**src/design/tsbs_pkg.sv**
```systemverilog
//----------------------------------------------------------------------
// tsbs_pkg
//----------------------------------------------------------------------
// Purpose: constants and types of the bulk/control split buffer pool
// Assumes: one clock, synchronous active-high reset
// Notes: status and result codes stay inside the translator
//
// Behaviour
// - At least two independent bulk/control transaction buffers exist.
// - Buffer keeps start-split token, OUT payload, then result and IN data.
// - Buffers fill and empty only through high-speed split transactions.
// - Downstream handler updates the buffer while its transaction runs.
// - Start-split is accepted whenever a suitable buffer has room.
// - After complete-split answer the buffer is free for any endpoint; the code holds it back while its IN data are still read out.
// - Acceptance order follows only free space and host try order.
// - Host and translator both keep state for several endpoints.
// - Complete-split answer is chosen from stored downstream status.
// - Finished downstream transaction makes buffer ready with NAK/ACK/STALL.
// - Any downstream transaction error records the error result.
// - PID check, CRC5, bad PID, timeout, CRC16, length, stuff, EOP are errors.
// - Bulk/control IN with good data CRC records the data result.
// - Periodic IN records final data when packet reception completed.
// - Periodic IN records partial data when microframe timer hits mid-packet.
// - Complete-split on a ready buffer moves it to old, result kept.
// - Every buffer starts old, also after reset.
// - Buffer is pending while waiting for the downstream bus.
// - No room for a new start-split gives a NAK reply.
// - Room for a new start-split stores it and replies ACK.
// - Start-split for a pending or ready endpoint: ACK, payload dropped.
// - Match uses address, endpoint, direction; control ignores direction.
//----------------------------------------------------------------------
package tsbs_pkg;
   localparam int NUM_BUFS = 2;
   localparam int DEV_W = 7;
   localparam int EP_W = 4;
   localparam int MAX_BYTES = 64;
   localparam int ERR_W = 8;
   // downstream error flag positions
   localparam int ERR_PID_CHK = 0;
   localparam int ERR_CRC5 = 1;
   localparam int ERR_PID_BAD = 2;
   localparam int ERR_TIMEOUT = 3;
   localparam int ERR_CRC16 = 4;
   localparam int ERR_LENGTH = 5;
   localparam int ERR_STUFF = 6;
   localparam int ERR_EOP = 7;
   localparam int FIFO_DEPTH = 2;

   typedef enum logic [1:0] {ST_OLD, ST_PEND, ST_READY} tsbs_stat_t;
   typedef enum logic [2:0] {
      RS_NAK, RS_ACK, RS_STALL, RS_ERR, RS_DATA, RS_LAST, RS_MORE
   } tsbs_res_t;
   typedef enum logic [2:0] {
      RP_ACK, RP_NAK, RP_NYET, RP_RES, RP_NONE
   } tsbs_rep_t;
endpackage

```
**src/design/tsbs_buffer_pool.sv**
```systemverilog
//----------------------------------------------------------------------
// tsbs_buffer_pool
//----------------------------------------------------------------------
// Purpose: bulk/control split buffers between high- and full-speed sides
// Assumes: start- and complete-splits never arrive in the same cycle
// Notes: IN data go to the host through a two-entry valid/ready buffer
`timescale 1ns/1ps
module tsbs_buffer_pool
   import tsbs_pkg::*;
#(
   parameter int NB = NUM_BUFS,
   parameter int NBYTES = MAX_BYTES
) (
   // clock and reset
   input wire logic clk,
   input wire logic sys_rst,
   // start-split token
   input wire logic ss_valid,
   input wire logic [DEV_W-1:0] ss_dev,
   input wire logic [EP_W-1:0] ss_ep,
   input wire logic ss_in,
   input wire logic ss_ctl,
   // OUT payload after an accepted start-split
   input wire logic od_valid,
   input wire logic [7:0] od_byte,
   input wire logic od_last,
   // complete-split token
   input wire logic cs_valid,
   input wire logic [DEV_W-1:0] cs_dev,
   input wire logic [EP_W-1:0] cs_ep,
   input wire logic cs_in,
   input wire logic cs_ctl,
   // reply to the high-speed handler
   output tsbs_rep_t rep_code_r,
   output tsbs_res_t rep_res_r,
   output logic rep_valid_r,
   // IN data toward the host
   output logic id_valid_r,
   output logic [7:0] id_byte_r,
   output logic id_last_r,
   input wire logic id_ready,
   // downstream handler: job offer
   output logic fs_avail_r,
   output logic [DEV_W-1:0] fs_dev_r,
   output logic [EP_W-1:0] fs_ep_r,
   output logic fs_in_r,
   output logic fs_ctl_r,
   output logic [$clog2(NBYTES):0] fs_len_r,
   input wire logic fs_start,
   // downstream handler: payload access
   input wire logic fs_rd_en,
   input wire logic [$clog2(NBYTES)-1:0] fs_rd_addr,
   output logic [7:0] fs_rd_byte,
   output logic fs_rd_ok_r,
   output logic fs_wr_ok_r,
   input wire logic fs_wr_en,
   input wire logic [7:0] fs_wr_byte,
   // downstream handler: completion
   input wire logic fs_done,
   input wire tsbs_res_t fs_result,
   input wire logic [ERR_W-1:0] fs_err
);
   localparam int IW = (NB > 1) ? $clog2(NB) : 1;
   localparam int PW = $clog2(NBYTES);
   localparam int LW = PW + 1;

   //-------------------------------------------------------------------
   // buffer state
   //-------------------------------------------------------------------
   tsbs_stat_t stat_r [NB], stat_nxt [NB];
   tsbs_res_t res_r [NB], res_nxt [NB];
   logic [DEV_W-1:0] dev_r [NB], dev_nxt [NB];
   logic [EP_W-1:0] ep_r [NB], ep_nxt [NB];
   logic in_r [NB], in_nxt [NB];
   logic ctl_r [NB], ctl_nxt [NB];
   logic [LW-1:0] len_r [NB], len_nxt [NB];
   // OUT payload capture
   logic od_act_r, od_act_nxt, od_drop_r, od_drop_nxt;
   logic [IW-1:0] od_idx_r, od_idx_nxt;
   logic [LW-1:0] od_ptr_r, od_ptr_nxt;
   // downstream job
   logic busy_r, busy_nxt;
   logic [IW-1:0] cur_r, cur_nxt, rr_r, rr_nxt, fs_idx_r, fs_idx_nxt;
   logic [LW-1:0] fw_ptr_r, fw_ptr_nxt;
   logic fs_avail_nxt, fs_in_nxt, fs_ctl_nxt;
   logic [DEV_W-1:0] fs_dev_nxt;
   logic [EP_W-1:0] fs_ep_nxt;
   logic [LW-1:0] fs_len_nxt;
   // reply
   tsbs_rep_t rep_code_nxt;
   tsbs_res_t rep_res_nxt;
   logic rep_valid_nxt;
   // lookup results
   logic ss_new, ss_old, cs_hit;
   logic [IW-1:0] ss_idx, cs_idx;

   // endpoint compare, control leaves direction out
   function automatic logic ep_match(input int k,
      input logic [DEV_W-1:0] d, input logic [EP_W-1:0] e,
      input logic dir, input logic ctl);
      ep_match = (dev_r[k] == d) && (ep_r[k] == e) &&
                 (ctl || (in_r[k] == dir));
   endfunction

   // a buffer still being read out cannot be handed to a new job
   logic dr_act_r, dr_act_nxt;
   logic [IW-1:0] dr_idx_r, dr_idx_nxt;

   //-------------------------------------------------------------------
   // lookups: start-split placement and complete-split hit
   //-------------------------------------------------------------------
   // last free buffer wins unless the endpoint already owns one
   always_comb begin
      logic found;
      found = 1'b0;
      ss_new = 1'b0;
      ss_old = 1'b0;
      ss_idx = '0;
      cs_hit = 1'b0;
      cs_idx = '0;
      for (int i = 0; i < NB; i++) begin
         if (!found) begin
            if (ep_match(i, ss_dev, ss_ep, ss_in, ss_ctl) &&
                stat_r[i] != ST_OLD) begin
               ss_old = 1'b1;
               ss_new = 1'b0;
               ss_idx = IW'(i);
               found = 1'b1;
            end else if (stat_r[i] == ST_OLD &&
                         !(dr_act_r && dr_idx_r == IW'(i))) begin
               ss_new = 1'b1;
               ss_idx = IW'(i);
               found = ep_match(i, ss_dev, ss_ep, ss_in, ss_ctl);
            end
         end
         if (!cs_hit && ep_match(i, cs_dev, cs_ep, cs_in, cs_ctl)) begin
            cs_hit = 1'b1;
            cs_idx = IW'(i);
         end
      end
   end

   //-------------------------------------------------------------------
   // buffer updates, payload pointers and replies
   //-------------------------------------------------------------------
   logic dr_go;
   logic mw_en;
   logic [IW+PW-1:0] mw_addr;
   logic [7:0] mw_data;

   always_comb begin
      stat_nxt = stat_r;
      res_nxt = res_r;
      dev_nxt = dev_r;
      ep_nxt = ep_r;
      in_nxt = in_r;
      ctl_nxt = ctl_r;
      len_nxt = len_r;
      od_act_nxt = od_act_r;
      od_drop_nxt = od_drop_r;
      od_idx_nxt = od_idx_r;
      od_ptr_nxt = od_ptr_r;
      busy_nxt = busy_r;
      cur_nxt = cur_r;
      fw_ptr_nxt = fw_ptr_r;
      rep_valid_nxt = 1'b0;
      rep_code_nxt = rep_code_r;
      rep_res_nxt = rep_res_r;
      dr_go = 1'b0;
      mw_en = 1'b0;
      mw_addr = '0;
      mw_data = '0;
      // start-split: store token or refuse for lack of room
      if (ss_valid) begin
         rep_valid_nxt = 1'b1;
         if (ss_old) begin
            rep_code_nxt = RP_ACK;
            od_act_nxt = !ss_in;
            od_drop_nxt = 1'b1;
         end else if (ss_new) begin
            rep_code_nxt = RP_ACK;
            stat_nxt[ss_idx] = ST_PEND;
            dev_nxt[ss_idx] = ss_dev;
            ep_nxt[ss_idx] = ss_ep;
            in_nxt[ss_idx] = ss_in;
            ctl_nxt[ss_idx] = ss_ctl;
            len_nxt[ss_idx] = '0;
            od_act_nxt = !ss_in;
            od_drop_nxt = 1'b0;
            od_idx_nxt = ss_idx;
         end else begin
            rep_code_nxt = RP_NAK;
         end
         od_ptr_nxt = '0;
      end else if (cs_valid) begin
         // complete-split: answer from stored status
         rep_valid_nxt = 1'b1;
         rep_res_nxt = res_r[cs_idx];
         if (!cs_hit) begin
            rep_code_nxt = RP_NONE;
         end else if (stat_r[cs_idx] == ST_PEND) begin
            rep_code_nxt = RP_NYET;
         end else begin
            rep_code_nxt = RP_RES;
            stat_nxt[cs_idx] = ST_OLD;
            dr_go = in_r[cs_idx] && len_r[cs_idx] != '0 &&
                    !dr_act_r;
         end
      end
      // OUT payload bytes, dropped for a retried start-split
      if (od_act_r && od_valid) begin
         if (!od_drop_r && od_ptr_r < LW'(NBYTES)) begin
            mw_en = 1'b1;
            mw_addr = {od_idx_r, od_ptr_r[PW-1:0]};
            mw_data = od_byte;
            od_ptr_nxt = od_ptr_r + 1'b1;
         end
         if (od_last) begin
            od_act_nxt = 1'b0;
            if (!od_drop_r) begin
               len_nxt[od_idx_r] = mw_en ? od_ptr_r + 1'b1 : od_ptr_r;
            end
         end
      end
      // downstream job start, IN bytes and completion
      if (fs_start && fs_avail_r && !busy_r) begin
         busy_nxt = 1'b1;
         cur_nxt = fs_idx_r;
         fw_ptr_nxt = '0;
      end
      if (busy_r && fs_wr_en && !od_act_r &&
          fw_ptr_r < LW'(NBYTES)) begin
         mw_en = 1'b1;
         mw_addr = {cur_r, fw_ptr_r[PW-1:0]};
         mw_data = fs_wr_byte;
         fw_ptr_nxt = fw_ptr_r + 1'b1;
      end
      if (busy_r && fs_done) begin
         busy_nxt = 1'b0;
         stat_nxt[cur_r] = ST_READY;
         // any error flag overrides the reported handshake
         res_nxt[cur_r] = (|fs_err) ? RS_ERR : fs_result;
         if (in_r[cur_r]) begin
            len_nxt[cur_r] = fw_ptr_r;
         end
      end
   end

   // offer the next pending buffer, round robin
   always_comb begin
      logic got;
      logic [IW-1:0] k;
      got = 1'b0;
      k = '0;
      fs_idx_nxt = fs_idx_r;
      rr_nxt = rr_r;
      for (int j = 0; j < NB; j++) begin
         k = IW'((int'(rr_r) + j) % NB);
         if (!got && stat_r[k] == ST_PEND &&
             !(od_act_r && od_idx_r == k)) begin
            got = 1'b1;
            fs_idx_nxt = k;
         end
      end
      fs_avail_nxt = got && !busy_nxt;
      if (fs_start && fs_avail_r && !busy_r) begin
         rr_nxt = IW'((int'(fs_idx_r) + 1) % NB);
      end
      fs_dev_nxt = dev_r[fs_idx_nxt];
      fs_ep_nxt = ep_r[fs_idx_nxt];
      fs_in_nxt = in_r[fs_idx_nxt];
      fs_ctl_nxt = ctl_r[fs_idx_nxt];
      fs_len_nxt = len_r[fs_idx_nxt];
   end

   // reset leaves every buffer old
   always_ff @(posedge clk) begin
      if (sys_rst) begin
         for (int i = 0; i < NB; i++) begin
            stat_r[i] <= ST_OLD;
            res_r[i] <= RS_NAK;
            dev_r[i] <= '0;
            ep_r[i] <= '0;
            in_r[i] <= 1'b0;
            ctl_r[i] <= 1'b0;
            len_r[i] <= '0;
         end
         od_act_r <= 1'b0;
         od_drop_r <= 1'b0;
         od_idx_r <= '0;
         od_ptr_r <= '0;
         busy_r <= 1'b0;
         cur_r <= '0;
         fw_ptr_r <= '0;
         rr_r <= '0;
         fs_idx_r <= '0;
         fs_avail_r <= 1'b0;
         fs_dev_r <= '0;
         fs_ep_r <= '0;
         fs_in_r <= 1'b0;
         fs_ctl_r <= 1'b0;
         fs_len_r <= '0;
         rep_valid_r <= 1'b0;
         rep_code_r <= RP_NONE;
         rep_res_r <= RS_NAK;
      end else begin
         stat_r <= stat_nxt;
         res_r <= res_nxt;
         dev_r <= dev_nxt;
         ep_r <= ep_nxt;
         in_r <= in_nxt;
         ctl_r <= ctl_nxt;
         len_r <= len_nxt;
         od_act_r <= od_act_nxt;
         od_drop_r <= od_drop_nxt;
         od_idx_r <= od_idx_nxt;
         od_ptr_r <= od_ptr_nxt;
         busy_r <= busy_nxt;
         cur_r <= cur_nxt;
         fw_ptr_r <= fw_ptr_nxt;
         rr_r <= rr_nxt;
         fs_idx_r <= fs_idx_nxt;
         fs_avail_r <= fs_avail_nxt;
         fs_dev_r <= fs_dev_nxt;
         fs_ep_r <= fs_ep_nxt;
         fs_in_r <= fs_in_nxt;
         fs_ctl_r <= fs_ctl_nxt;
         fs_len_r <= fs_len_nxt;
         rep_valid_r <= rep_valid_nxt;
         rep_code_r <= rep_code_nxt;
         rep_res_r <= rep_res_nxt;
      end
   end

   //-------------------------------------------------------------------
   // IN data read-out through a two-entry buffer
   //-------------------------------------------------------------------
   logic [LW-1:0] dr_ptr_r, dr_ptr_nxt, dr_len_r, dr_len_nxt;
   logic fly_r, fly_nxt, fly_last_r, fly_last_nxt;
   logic [7:0] q_byte_r [FIFO_DEPTH], q_byte_nxt [FIFO_DEPTH];
   logic q_last_r [FIFO_DEPTH], q_last_nxt [FIFO_DEPTH];
   logic [1:0] q_cnt_r, q_cnt_nxt;
   logic issue, pop;
   logic [7:0] mem_q;

   // reads are issued only with room for them, so a stall loses nothing
   always_comb begin
      dr_act_nxt = dr_act_r;
      dr_idx_nxt = dr_idx_r;
      dr_ptr_nxt = dr_ptr_r;
      dr_len_nxt = dr_len_r;
      q_byte_nxt = q_byte_r;
      q_last_nxt = q_last_r;
      q_cnt_nxt = q_cnt_r;
      pop = id_valid_r && id_ready;
      issue = dr_act_r && dr_ptr_r < dr_len_r &&
              (2'(q_cnt_r) + 2'(fly_r)) < 2'(FIFO_DEPTH);
      fly_nxt = issue;
      fly_last_nxt = issue && (dr_ptr_r + 1'b1 == dr_len_r);
      if (dr_go) begin
         dr_act_nxt = 1'b1;
         dr_idx_nxt = cs_idx;
         dr_ptr_nxt = '0;
         dr_len_nxt = len_r[cs_idx];
      end
      if (issue) begin
         dr_ptr_nxt = dr_ptr_r + 1'b1;
      end
      if (pop) begin
         q_byte_nxt[0] = q_byte_r[1];
         q_last_nxt[0] = q_last_r[1];
         q_cnt_nxt = q_cnt_nxt - 1'b1;
      end
      if (fly_r) begin
         q_byte_nxt[q_cnt_nxt[0]] = mem_q;
         q_last_nxt[q_cnt_nxt[0]] = fly_last_r;
         q_cnt_nxt = q_cnt_nxt + 1'b1;
         if (fly_last_r) begin
            dr_act_nxt = 1'b0;
         end
      end
   end

   always_ff @(posedge clk) begin
      if (sys_rst) begin
         dr_act_r <= 1'b0;
         dr_idx_r <= '0;
         dr_ptr_r <= '0;
         dr_len_r <= '0;
         fly_r <= 1'b0;
         fly_last_r <= 1'b0;
         q_byte_r <= '{default: '0};
         q_last_r <= '{default: 1'b0};
         q_cnt_r <= '0;
         id_valid_r <= 1'b0;
         id_byte_r <= '0;
         id_last_r <= 1'b0;
         fs_rd_ok_r <= 1'b0;
         fs_wr_ok_r <= 1'b0;
      end else begin
         dr_act_r <= dr_act_nxt;
         dr_idx_r <= dr_idx_nxt;
         dr_ptr_r <= dr_ptr_nxt;
         dr_len_r <= dr_len_nxt;
         fly_r <= fly_nxt;
         fly_last_r <= fly_last_nxt;
         q_byte_r <= q_byte_nxt;
         q_last_r <= q_last_nxt;
         q_cnt_r <= q_cnt_nxt;
         id_valid_r <= q_cnt_nxt != '0;
         id_byte_r <= q_byte_nxt[0];
         id_last_r <= q_last_nxt[0];
         fs_rd_ok_r <= !dr_act_nxt && !dr_go;
         fs_wr_ok_r <= !od_act_nxt;
      end
   end

   // read port: read-out first, downstream handler otherwise
   tsbs_mem #(.DW(8), .AW(IW + PW)) u_mem (
      .clk(clk),
      .sys_rst(sys_rst),
      .wr_en(mw_en),
      .wr_addr(mw_addr),
      .wr_data(mw_data),
      .rd_en(issue || (fs_rd_en && !dr_act_r)),
      .rd_addr(issue ? {dr_idx_r, dr_ptr_r[PW-1:0]}
                     : {cur_r, fs_rd_addr}),
      .rd_data(mem_q)
   );
   assign fs_rd_byte = mem_q;

   //-------------------------------------------------------------------
   // checks
   //-------------------------------------------------------------------
   a_nak_no_room: assert property (@(posedge clk) disable iff (sys_rst)
      ss_valid && !ss_new && !ss_old |=> rep_valid_r && rep_code_r == RP_NAK)
      else $error("start-split without room not refused");
   a_ack_room: assert property (@(posedge clk) disable iff (sys_rst)
      ss_valid && ss_new |=> rep_code_r == RP_ACK &&
      stat_r[$past(ss_idx)] == ST_PEND)
      else $error("accepted start-split not stored");
   a_retry_drop: assert property (@(posedge clk) disable iff (sys_rst)
      ss_valid && ss_old |=> rep_code_r == RP_ACK && od_drop_r &&
      !(od_act_r && mw_en))
      else $error("retried start-split payload kept");
   a_cs_to_old: assert property (@(posedge clk) disable iff (sys_rst)
      cs_valid && !ss_valid && cs_hit && stat_r[cs_idx] == ST_READY
      |=> stat_r[$past(cs_idx)] == ST_OLD && rep_code_r == RP_RES &&
      rep_res_r == $past(res_r[cs_idx]))
      else $error("ready buffer not retired by complete-split");
   a_pend_nyet: assert property (@(posedge clk) disable iff (sys_rst)
      cs_valid && !ss_valid && cs_hit && stat_r[cs_idx] == ST_PEND &&
      !(busy_r && fs_done && cur_r == cs_idx) |=> rep_code_r == RP_NYET)
      else $error("pending buffer answered with a result");
   a_done_ready: assert property (@(posedge clk) disable iff (sys_rst)
      busy_r && fs_done && fs_err == '0 |=> stat_r[$past(cur_r)] ==
      ST_READY && res_r[$past(cur_r)] == $past(fs_result))
      else $error("completion result not recorded");
   a_err_result: assert property (@(posedge clk) disable iff (sys_rst)
      busy_r && fs_done && fs_err != '0 |=> res_r[$past(cur_r)] == RS_ERR)
      else $error("downstream error not recorded");
   a_reset_old: assert property (@(posedge clk)
      sys_rst |=> stat_r[0] == ST_OLD && stat_r[NB-1] == ST_OLD)
      else $error("buffer not old after reset");
   a_fifo_hold: assert property (@(posedge clk) disable iff (sys_rst)
      id_valid_r && !id_ready |=> id_valid_r && $stable(id_byte_r))
      else $error("stalled IN byte changed or lost");
endmodule

```
**src/design/tsbs_mem.sv**
```systemverilog
//----------------------------------------------------------------------
// tsbs_mem
//----------------------------------------------------------------------
// Purpose: payload store, one write port, one registered read port
// Assumes: caller keeps addresses in range
// Notes: read data appear one cycle after rd_en
`timescale 1ns/1ps
module tsbs_mem #(
   parameter int DW = 8,
   parameter int AW = 7
) (
   // clock and reset
   input wire logic clk,
   input wire logic sys_rst,
   // write port
   input wire logic wr_en,
   input wire logic [AW-1:0] wr_addr,
   input wire logic [DW-1:0] wr_data,
   // read port
   input wire logic rd_en,
   input wire logic [AW-1:0] rd_addr,
   output logic [DW-1:0] rd_data
);
   logic [DW-1:0] mem [2**AW];

   // storage has no reset, only the read register does
   always_ff @(posedge clk) begin
      if (wr_en) begin
         mem[wr_addr] <= wr_data;
      end
   end

   always_ff @(posedge clk) begin
      if (sys_rst) begin
         rd_data <= '0;
      end else if (rd_en) begin
         rd_data <= mem[rd_addr];
      end
   end
endmodule

```
**config.mk**
```make
export PLATFORM = sky130hd
export DESIGN_NAME = tsbs_buffer_pool
export DESIGN_NICKNAME = d
export VERILOG_FILES = /design/src/design/tsbs_pkg.sv /design/src/design/tsbs_buffer_pool.sv /design/src/design/tsbs_mem.sv
export SDC_FILE = /design/constraint.sdc
export NUM_CORES = 2
export LEC_CHECK = 0
export ABC_CLOCK_PERIOD_IN_PS = 8600
export BUFFER_PORTS_ARGS = -buffer_cell sky130_fd_sc_hd__buf_2
export CAP_MARGIN = 20
export CELL_PAD_IN_SITES_DETAIL_PLACEMENT = 0
export CELL_PAD_IN_SITES_GLOBAL_PLACEMENT = 2
export CORE_ASPECT_RATIO = 1.25
export CORE_MARGIN = 3
export CORE_UTILIZATION = 42
export CTS_CLUSTER_SIZE = 24
export DETAILED_ROUTE_END_ITERATION = 8
export PLACE_DENSITY_LB_ADDON = 0.15
export REMOVE_ABC_BUFFERS = 1
export SLEW_MARGIN = 20
export SYNTH_ARGS = -nofsm -noshare
export SYNTH_HDL_FRONTEND = slang
export SYNTH_SLANG_ARGS = --single-unit
```
**constraint.sdc**
```tcl
create_clock -name clk -period 8.6 [get_ports clk]
set_input_delay 1.29 -clock clk [delete_from_list [all_inputs] [get_ports clk]]
set_output_delay 1.29 -clock clk [all_outputs]
set_load 0.005 [all_outputs]
```
# == After elaboration in Yosys (flattened, before gate mapping) ==
# Memory sizes are Yosys's and may differ from the RTL's. A register that Yosys moved wholly into a read port is not among the register bits.
# Index checks and enable logic that the tools add are counted.
# word_totals
regBits,140
ramBits,1024
word_cells,341
output_inout_bits,48
inputBits,70
memories,1
# memory_table
name,depth,width,read_ports,rd_ports_with_merged_regs,write_ports,line_no,rtl
u_mem.mem,128,8,1,1,1,tsbs_mem.sv:24,logic [DW-1:0] mem [2**AW];
# classes
add_sub_neg,8
n_eq_ne,18
mux,154
n_lt_le_gt_ge,17
n_bitwise,21
reduce_logical,76
# op_table
operator,n
$mux W7,24
$mux W14,8
$mux W1,62
$mux W4,11
$bwmux W14,3
$logic_and A1 B1 Y1,42
$mux W8,5
$eq A7 B7 Y1,5
$mux W2,15
$mux W3,8
$add A7 B1 Y7 const B,3
$demux W7 S1,3
$bwmux W16,1
$eq A4 B4 Y1,4
$ge A2 B2 Y1 const B,8
$mux W16,1
$not A1 Y2,8
$logic_not A1 Y1,15
$and A14 B14 Y14,1
$lt A7 B7 Y1 const B,2
$not A14 Y14,1
$reduce_bool A2 Y1,7
$lt A2 B1 Y1 const B,5
$bwmux W8,1
other kinds (27),51

# == Depth between registers and ports, before layout ==
# logic_depth
ltp_word,24
mapped_depth,18
ltp_nobuf,13

# == Cells and area by module ==
# A second synthesis with hierarchy kept.
# hier_totals
cells_unflattened,2882
hier_area_um2,47743.3
# by_module_without_submodules
mod,n_inst,seq_area_each_um2,cells_each,area_per_inst_um2
tsbs_mem,1,30909.6,2025,40561.4
tsbs_buffer_pool,1,2802.7,857,7181.9

# == Worst setup path after synthesis ==
# OpenSTA, ideal clock, no wires.
# synth_timing
kind,in2reg
start,in od_valid
end,mem u_mem.mem[0][0] (data pin)
slack_ns,4.140
setup_ns,0.532
arrival_time_ns,3.928
required_time_ns,8.068
n_path_buf,3
path_stages,5
cell_sequence,and3_1 > clkbuf_1 > clkbuf_1 > buf_1 > a22o_1
# synth_between
elab_chain_len,3
# synth_lines
element,line_no,rtl
"start, declared",tsbs_buffer_pool.sv:24,"input wire logic od_valid,"
$logic_and A1 B1 Y1,tsbs_buffer_pool.sv:211,if (od_act_r && od_valid) begin
$mux W8,tsbs_buffer_pool.sv:211,
$mux W8,tsbs_buffer_pool.sv:231,if (busy_r && fs_wr_en && !od_act_r &&
via mw_data[0],tsbs_buffer_pool.sv:149,logic [7:0] mw_data;
"end, declared",tsbs_mem.sv:24,
# The timed path passes the listed nets, and every way through them passes these cells.

# == Final worst setup path ==
# layout_timing
start,reg dr_ptr_r[2]
end,reg u_mem.rd_data[1] (read register of u_mem.mem)
# layout_between
elab_chain_len,4
elab_cells_between_ends,5
cone_classes,1 x order compare; 1 x mux; 3 x reduce/logical
# layout_lines
element,line_no,rtl
"start, declared",tsbs_buffer_pool.sv:338,"logic [LW-1:0] dr_ptr_r, dr_ptr_nxt, dr_len_r, dr_len_nxt;"
"start signal, assigned",tsbs_buffer_pool.sv:403,dr_ptr_r <= dr_ptr_nxt;
$lt A7 B7 Y1,tsbs_buffer_pool.sv:356,issue = dr_act_r && dr_ptr_r < dr_len_r &&
$logic_and A1 B1 Y1 (2 in series),tsbs_buffer_pool.sv:356,
$mux W7 or $logic_or A1 B1 Y1 (tied branches),"tsbs_buffer_pool.sv:426, tsbs_buffer_pool.sv:425",
"end, declared",tsbs_mem.sv:22,output logic [DW-1:0] rd_data
# Parallel ways exist; a longest one is shown, timed or not.
# A chain may end at the register's enable or synchronous reset.

==> flow_metrics.py <==
metrics = {
    "run_status": {
        "status": "finished, final reports clean",
    },
    "drt": {
        "viasPerCell": 5.65,
        "via_count": 31600,
        "routed_wl_um": 147000,
        "firstDrtPassIters": 6,
        "wl_per_cell_um": 26.3,
        "antenna_left": 0,
        "drt_iter0_drc": 2752,
        "drc_errors": 0,
    },
    "clock_tree": {
        "path_clk_slew_ns": 0.06,
        "clkLatencyLatePin_ns": 0.71,
        "cts_buffers": 117,
        "clockBufferDepth": 3,
        "cts-root-buf": "clkbuf_16",
        "cts.htree.levels": 3,
        "post_cts_buffers": 0,
        "hold_buffers": 0,
        "cts.sinks": 1172,
        "cts_tree": "done",
        "ctsResizeCount": 0,
    },
    "flow_run": {
        "max_cap_viol_count": 0,
    },
    "floorplan": {
        "die_w_um": 310,
        "initial_core_util_pct": 42.6,
        "rows": 138,
        "ios": 118,
        "core_area_um2": 114000,
        "die-area_um2": 119000,
        "die_h_um": 386,
    },
    "yosys": {
        "ys_types": 52,
        "synth_compound_area_share_pct": 6.65,
        "ys_seq_area_share_pct": 69.6,
        "synth-adder-area-share_pct": 0.310,
        "synth_enable_flop_cells": 1024,
        "synthArstFlopShare_pct": 0,
        "synth.area.mux_share_pct": 3.99,
        "yosysWarnings": 0,
        "synth_xor_area_share_pct": 1.12,
        "synth_seq_cells": 1172,
        "synth_area_um2": 48400,
        "synth_top_family_by_area": "simple AND/OR/NAND/NOR gates",
        "synth_ff_type": "edfxtp_1",
        "avgSynthCellArea_um2": 12.1,
        "netlist_instances": 3996,
        "synthSimpleGateAreaFrac_pct": 15.9,
    },
    "global_routing": {
        "grt_use_total_pct": 24.6,
        "grt_first_pass_wirelength_um": 216000,
        "antenna_found_initial": 2,
        "grt_max_degree": 124,
        "grt_overflow": 0,
        "grt_pass1_vias": 31300,
    },
    "timing": {
        "setup_viol": 0,
        "layout_min_cycle_time_ns": 5.72,
        "hold_ws_ns": 0.479,
        "fin_setup_tns_ns": 0,
        "fin_skew_ns": 0.0211,
        "timing.fmax_mhz": 175,
        "relSlewSlack_pct": 22.0,
        "slew_viol_final": 0,
        "rsz0062_at_grt": "no",
        "max_slew.worst_pin.slew_ns": 1.16,
        "hold_viol": 0,
        "min_period_over_period_pct": 66.5,
    },
    "power": {
        "power_density_nw_per_um2": 219,
        "leakage_nw": 19.5,
        "irDropWorstVdd_v": 0.000140,
    },
    "worst_setup_path": {
        "criticalPathCategory": "flop to flop",
        "arrival_ns": 6.35,
        "crit_path_start_kind": "flop",
        "r2r_slack_ns": 2.88,
        "rr_startpoint": "dr_ptr_r[2]",
        "cp-end-kind": "flop",
        "cp.required_ns": 9.24,
        "cp_max_fo": 32,
        "r2r-end": "u_mem.rd_data[1]",
        "ff2ff_path_depth": 14,
    },
    "final_layout": {
        "layout-drive-gt1-share_pct": 9.35,
        "area_growth_pct": 11.9,
        "layout.nets": 4112,
        "n_fill_cell": 10200,
        "fin_util_pct": 47.6,
    },
    "placement": {
        "hpwlAfterDp_um": 87300,
        "gp_congestion": 0.797,
        "io_buffers": 117,
    },
    "min_path": {
        "hold_start": "q_byte_r[15]",
        "whs_path_depth": 2,
        "min_path_type": "flop to flop",
        "holdPathEnd": "q_byte_r[15]",
    },
}
-- cell usage in the layout, fill, tap and decap left out, drive strengths merged, types with 16 or more instances in the layout --
master / netlist / final
a211oi: 22 / 22
a21oi: 165 / 165
a22o: 26 / 26
a22oi: 18 / 18
a311oi: 85 / 85
a31oi: 39 / 39
and3: 65 / 65
buf: 116 / 179
clkbuf: 148 / 152
clkinv: 0 / 57
dfxtp: 148 / 148
edfxtp: 1024 / 1024
inv: 17 / 20
mux2i: 165 / 165
nand2: 937 / 937
nand3: 350 / 350
nor2: 319 / 319
nor3: 60 / 60
nor4: 16 / 16
o21ai: 48 / 48
xnor2: 55 / 55
-- area by class of cell --
class | instances | area, µm² | area share, %
Timing Repair Buffer | 179 | 1150 | 2.13
Clock buffer | 152 | 3210 | 5.93
Inverter | 17 | 63.8 | 0.118
Tap cell | 1470 | 1840 | 3.40
Antenna cell | 1 | 2.50 | 0.00462
Clock inverter | 67 | 453 | 0.836
Sequential cell | 1172 | 33700 | 62.2
Multi-Input combinational cell | 2543 | 13700 | 25.3
-- worst max-delay path: stages, from the launching register on --
cell     delay [ns]
dfxtp_1        0.60
ha_1           0.32
a21oi_1        0.13
a21oi_1        0.09
or3_2          0.80
mux2i_4        0.62
buf_4          0.54
buf_4          0.45
nand2_1        0.12
a21oi_1        0.15
nor3_1         0.09
o21ai_0        0.47
a31oi_1        0.18
nor4_1         0.76
a32o_1         0.26
-- worst max-delay path by stage --
stage	startpoint	end	slack, ns
3_5_place_dp	dr_ptr_r[0]	u_mem.rd_data[6]	2.89
6_report	dr_ptr_r[2]	u_mem.rd_data[1]	2.88
2_1_floorplan	dr_ptr_r[0]	u_mem.rd_data[2]	-5.69
3_3_place_gp	dr_ptr_r[0]	u_mem.rd_data[6]	2.87
4_1_cts	dr_ptr_r[0]	u_mem.rd_data[6]	2.84
5_1_grt	dr_ptr_r[0]	u_mem.rd_data[1]	2.55
-- kinds of logic after synthesis --
logic type,count (synthesis)
AO/OA/AOI/OAI,482
XOR/XNOR,62
adder cells (fa/ha/maj),12
buffers and inverters,281
flip-flops,1172
multiplexers,179
AND/OR/NAND/NOR,1808
-- registers in the layout (all words and copies together) (netlist names), 8 cells and up --
register	cells
dev_r	14
q_byte_r	16
u_mem.rd_data	8
ep_r	8
len_r	14
u_mem.mem	1024
-- layer usage --
| metal | vias up | track usage, % | share of wire (%) |
|---|---|---|---|
| met5 | - | 0 | 0 |
| met4 | 0 | 6.67 | 2.4 |
| met3 | 172 | 3.24 | 5.7 |
| met2 | 917 | 41.5 | 49 |
| met1 | 15900 | 33.5 | 43 |
| li1 | 14600 | - | - |
-- power breakdown --
group	total, mW	internal [mW]	switching (mW)
registers	6.22	6.18	0.0343
logic	0.687	0.192	0.495
clock network	4.95	2.77	2.18
total	11.9	9.14	2.71
-- cells in the mapped netlist, drive strengths merged (5+ instances only) --
master | instances | area (µm²)
edfxtp | 1024 | 30700
nand2 | 937 | 3520
nand3 | 350 | 1750
nor2 | 319 | 1200
a21oi | 165 | 826
mux2i | 165 | 1660
clkbuf | 148 | 556
dfxtp | 148 | 2960
buf | 116 | 569
a311oi | 85 | 744
and3 | 65 | 407
nor3 | 60 | 300
xnor2 | 55 | 482
o21ai | 48 | 240
a31oi | 39 | 244
a22o | 26 | 228
a211oi | 22 | 165
a22oi | 18 | 135
inv | 17 | 63.8
nor4 | 16 | 100
o22ai | 15 | 93.8
o221ai | 14 | 123
and2 | 12 | 75.1
ha | 12 | 150
nand4 | 11 | 68.8
a2111oi | 10 | 87.6
mux4 | 10 | 225
nand3b | 9 | 67.6
or3 | 9 | 56.3
a21o | 8 | 60.1
xor2 | 7 | 61.3
a32oi | 6 | 52.6
o21a | 6 | 45.0
a221oi | 5 | 43.8
nor2b | 5 | 31.3
-- metrics by stage --
stage	worst slack, ns	std cells	area, µm²	power (mW)
after floorplan	-5.69	3732	47300	6.75
after CTS	2.84	5600	54200	11.9
after detailed placement	2.89	5381	50500	7.03
after global placement	2.87	5381	50500	7.03
after global routing	2.55	5600	54200	12.2
final	2.88	5601	54200	11.9
Note: power is estimated with default switching activity, not from simulation.
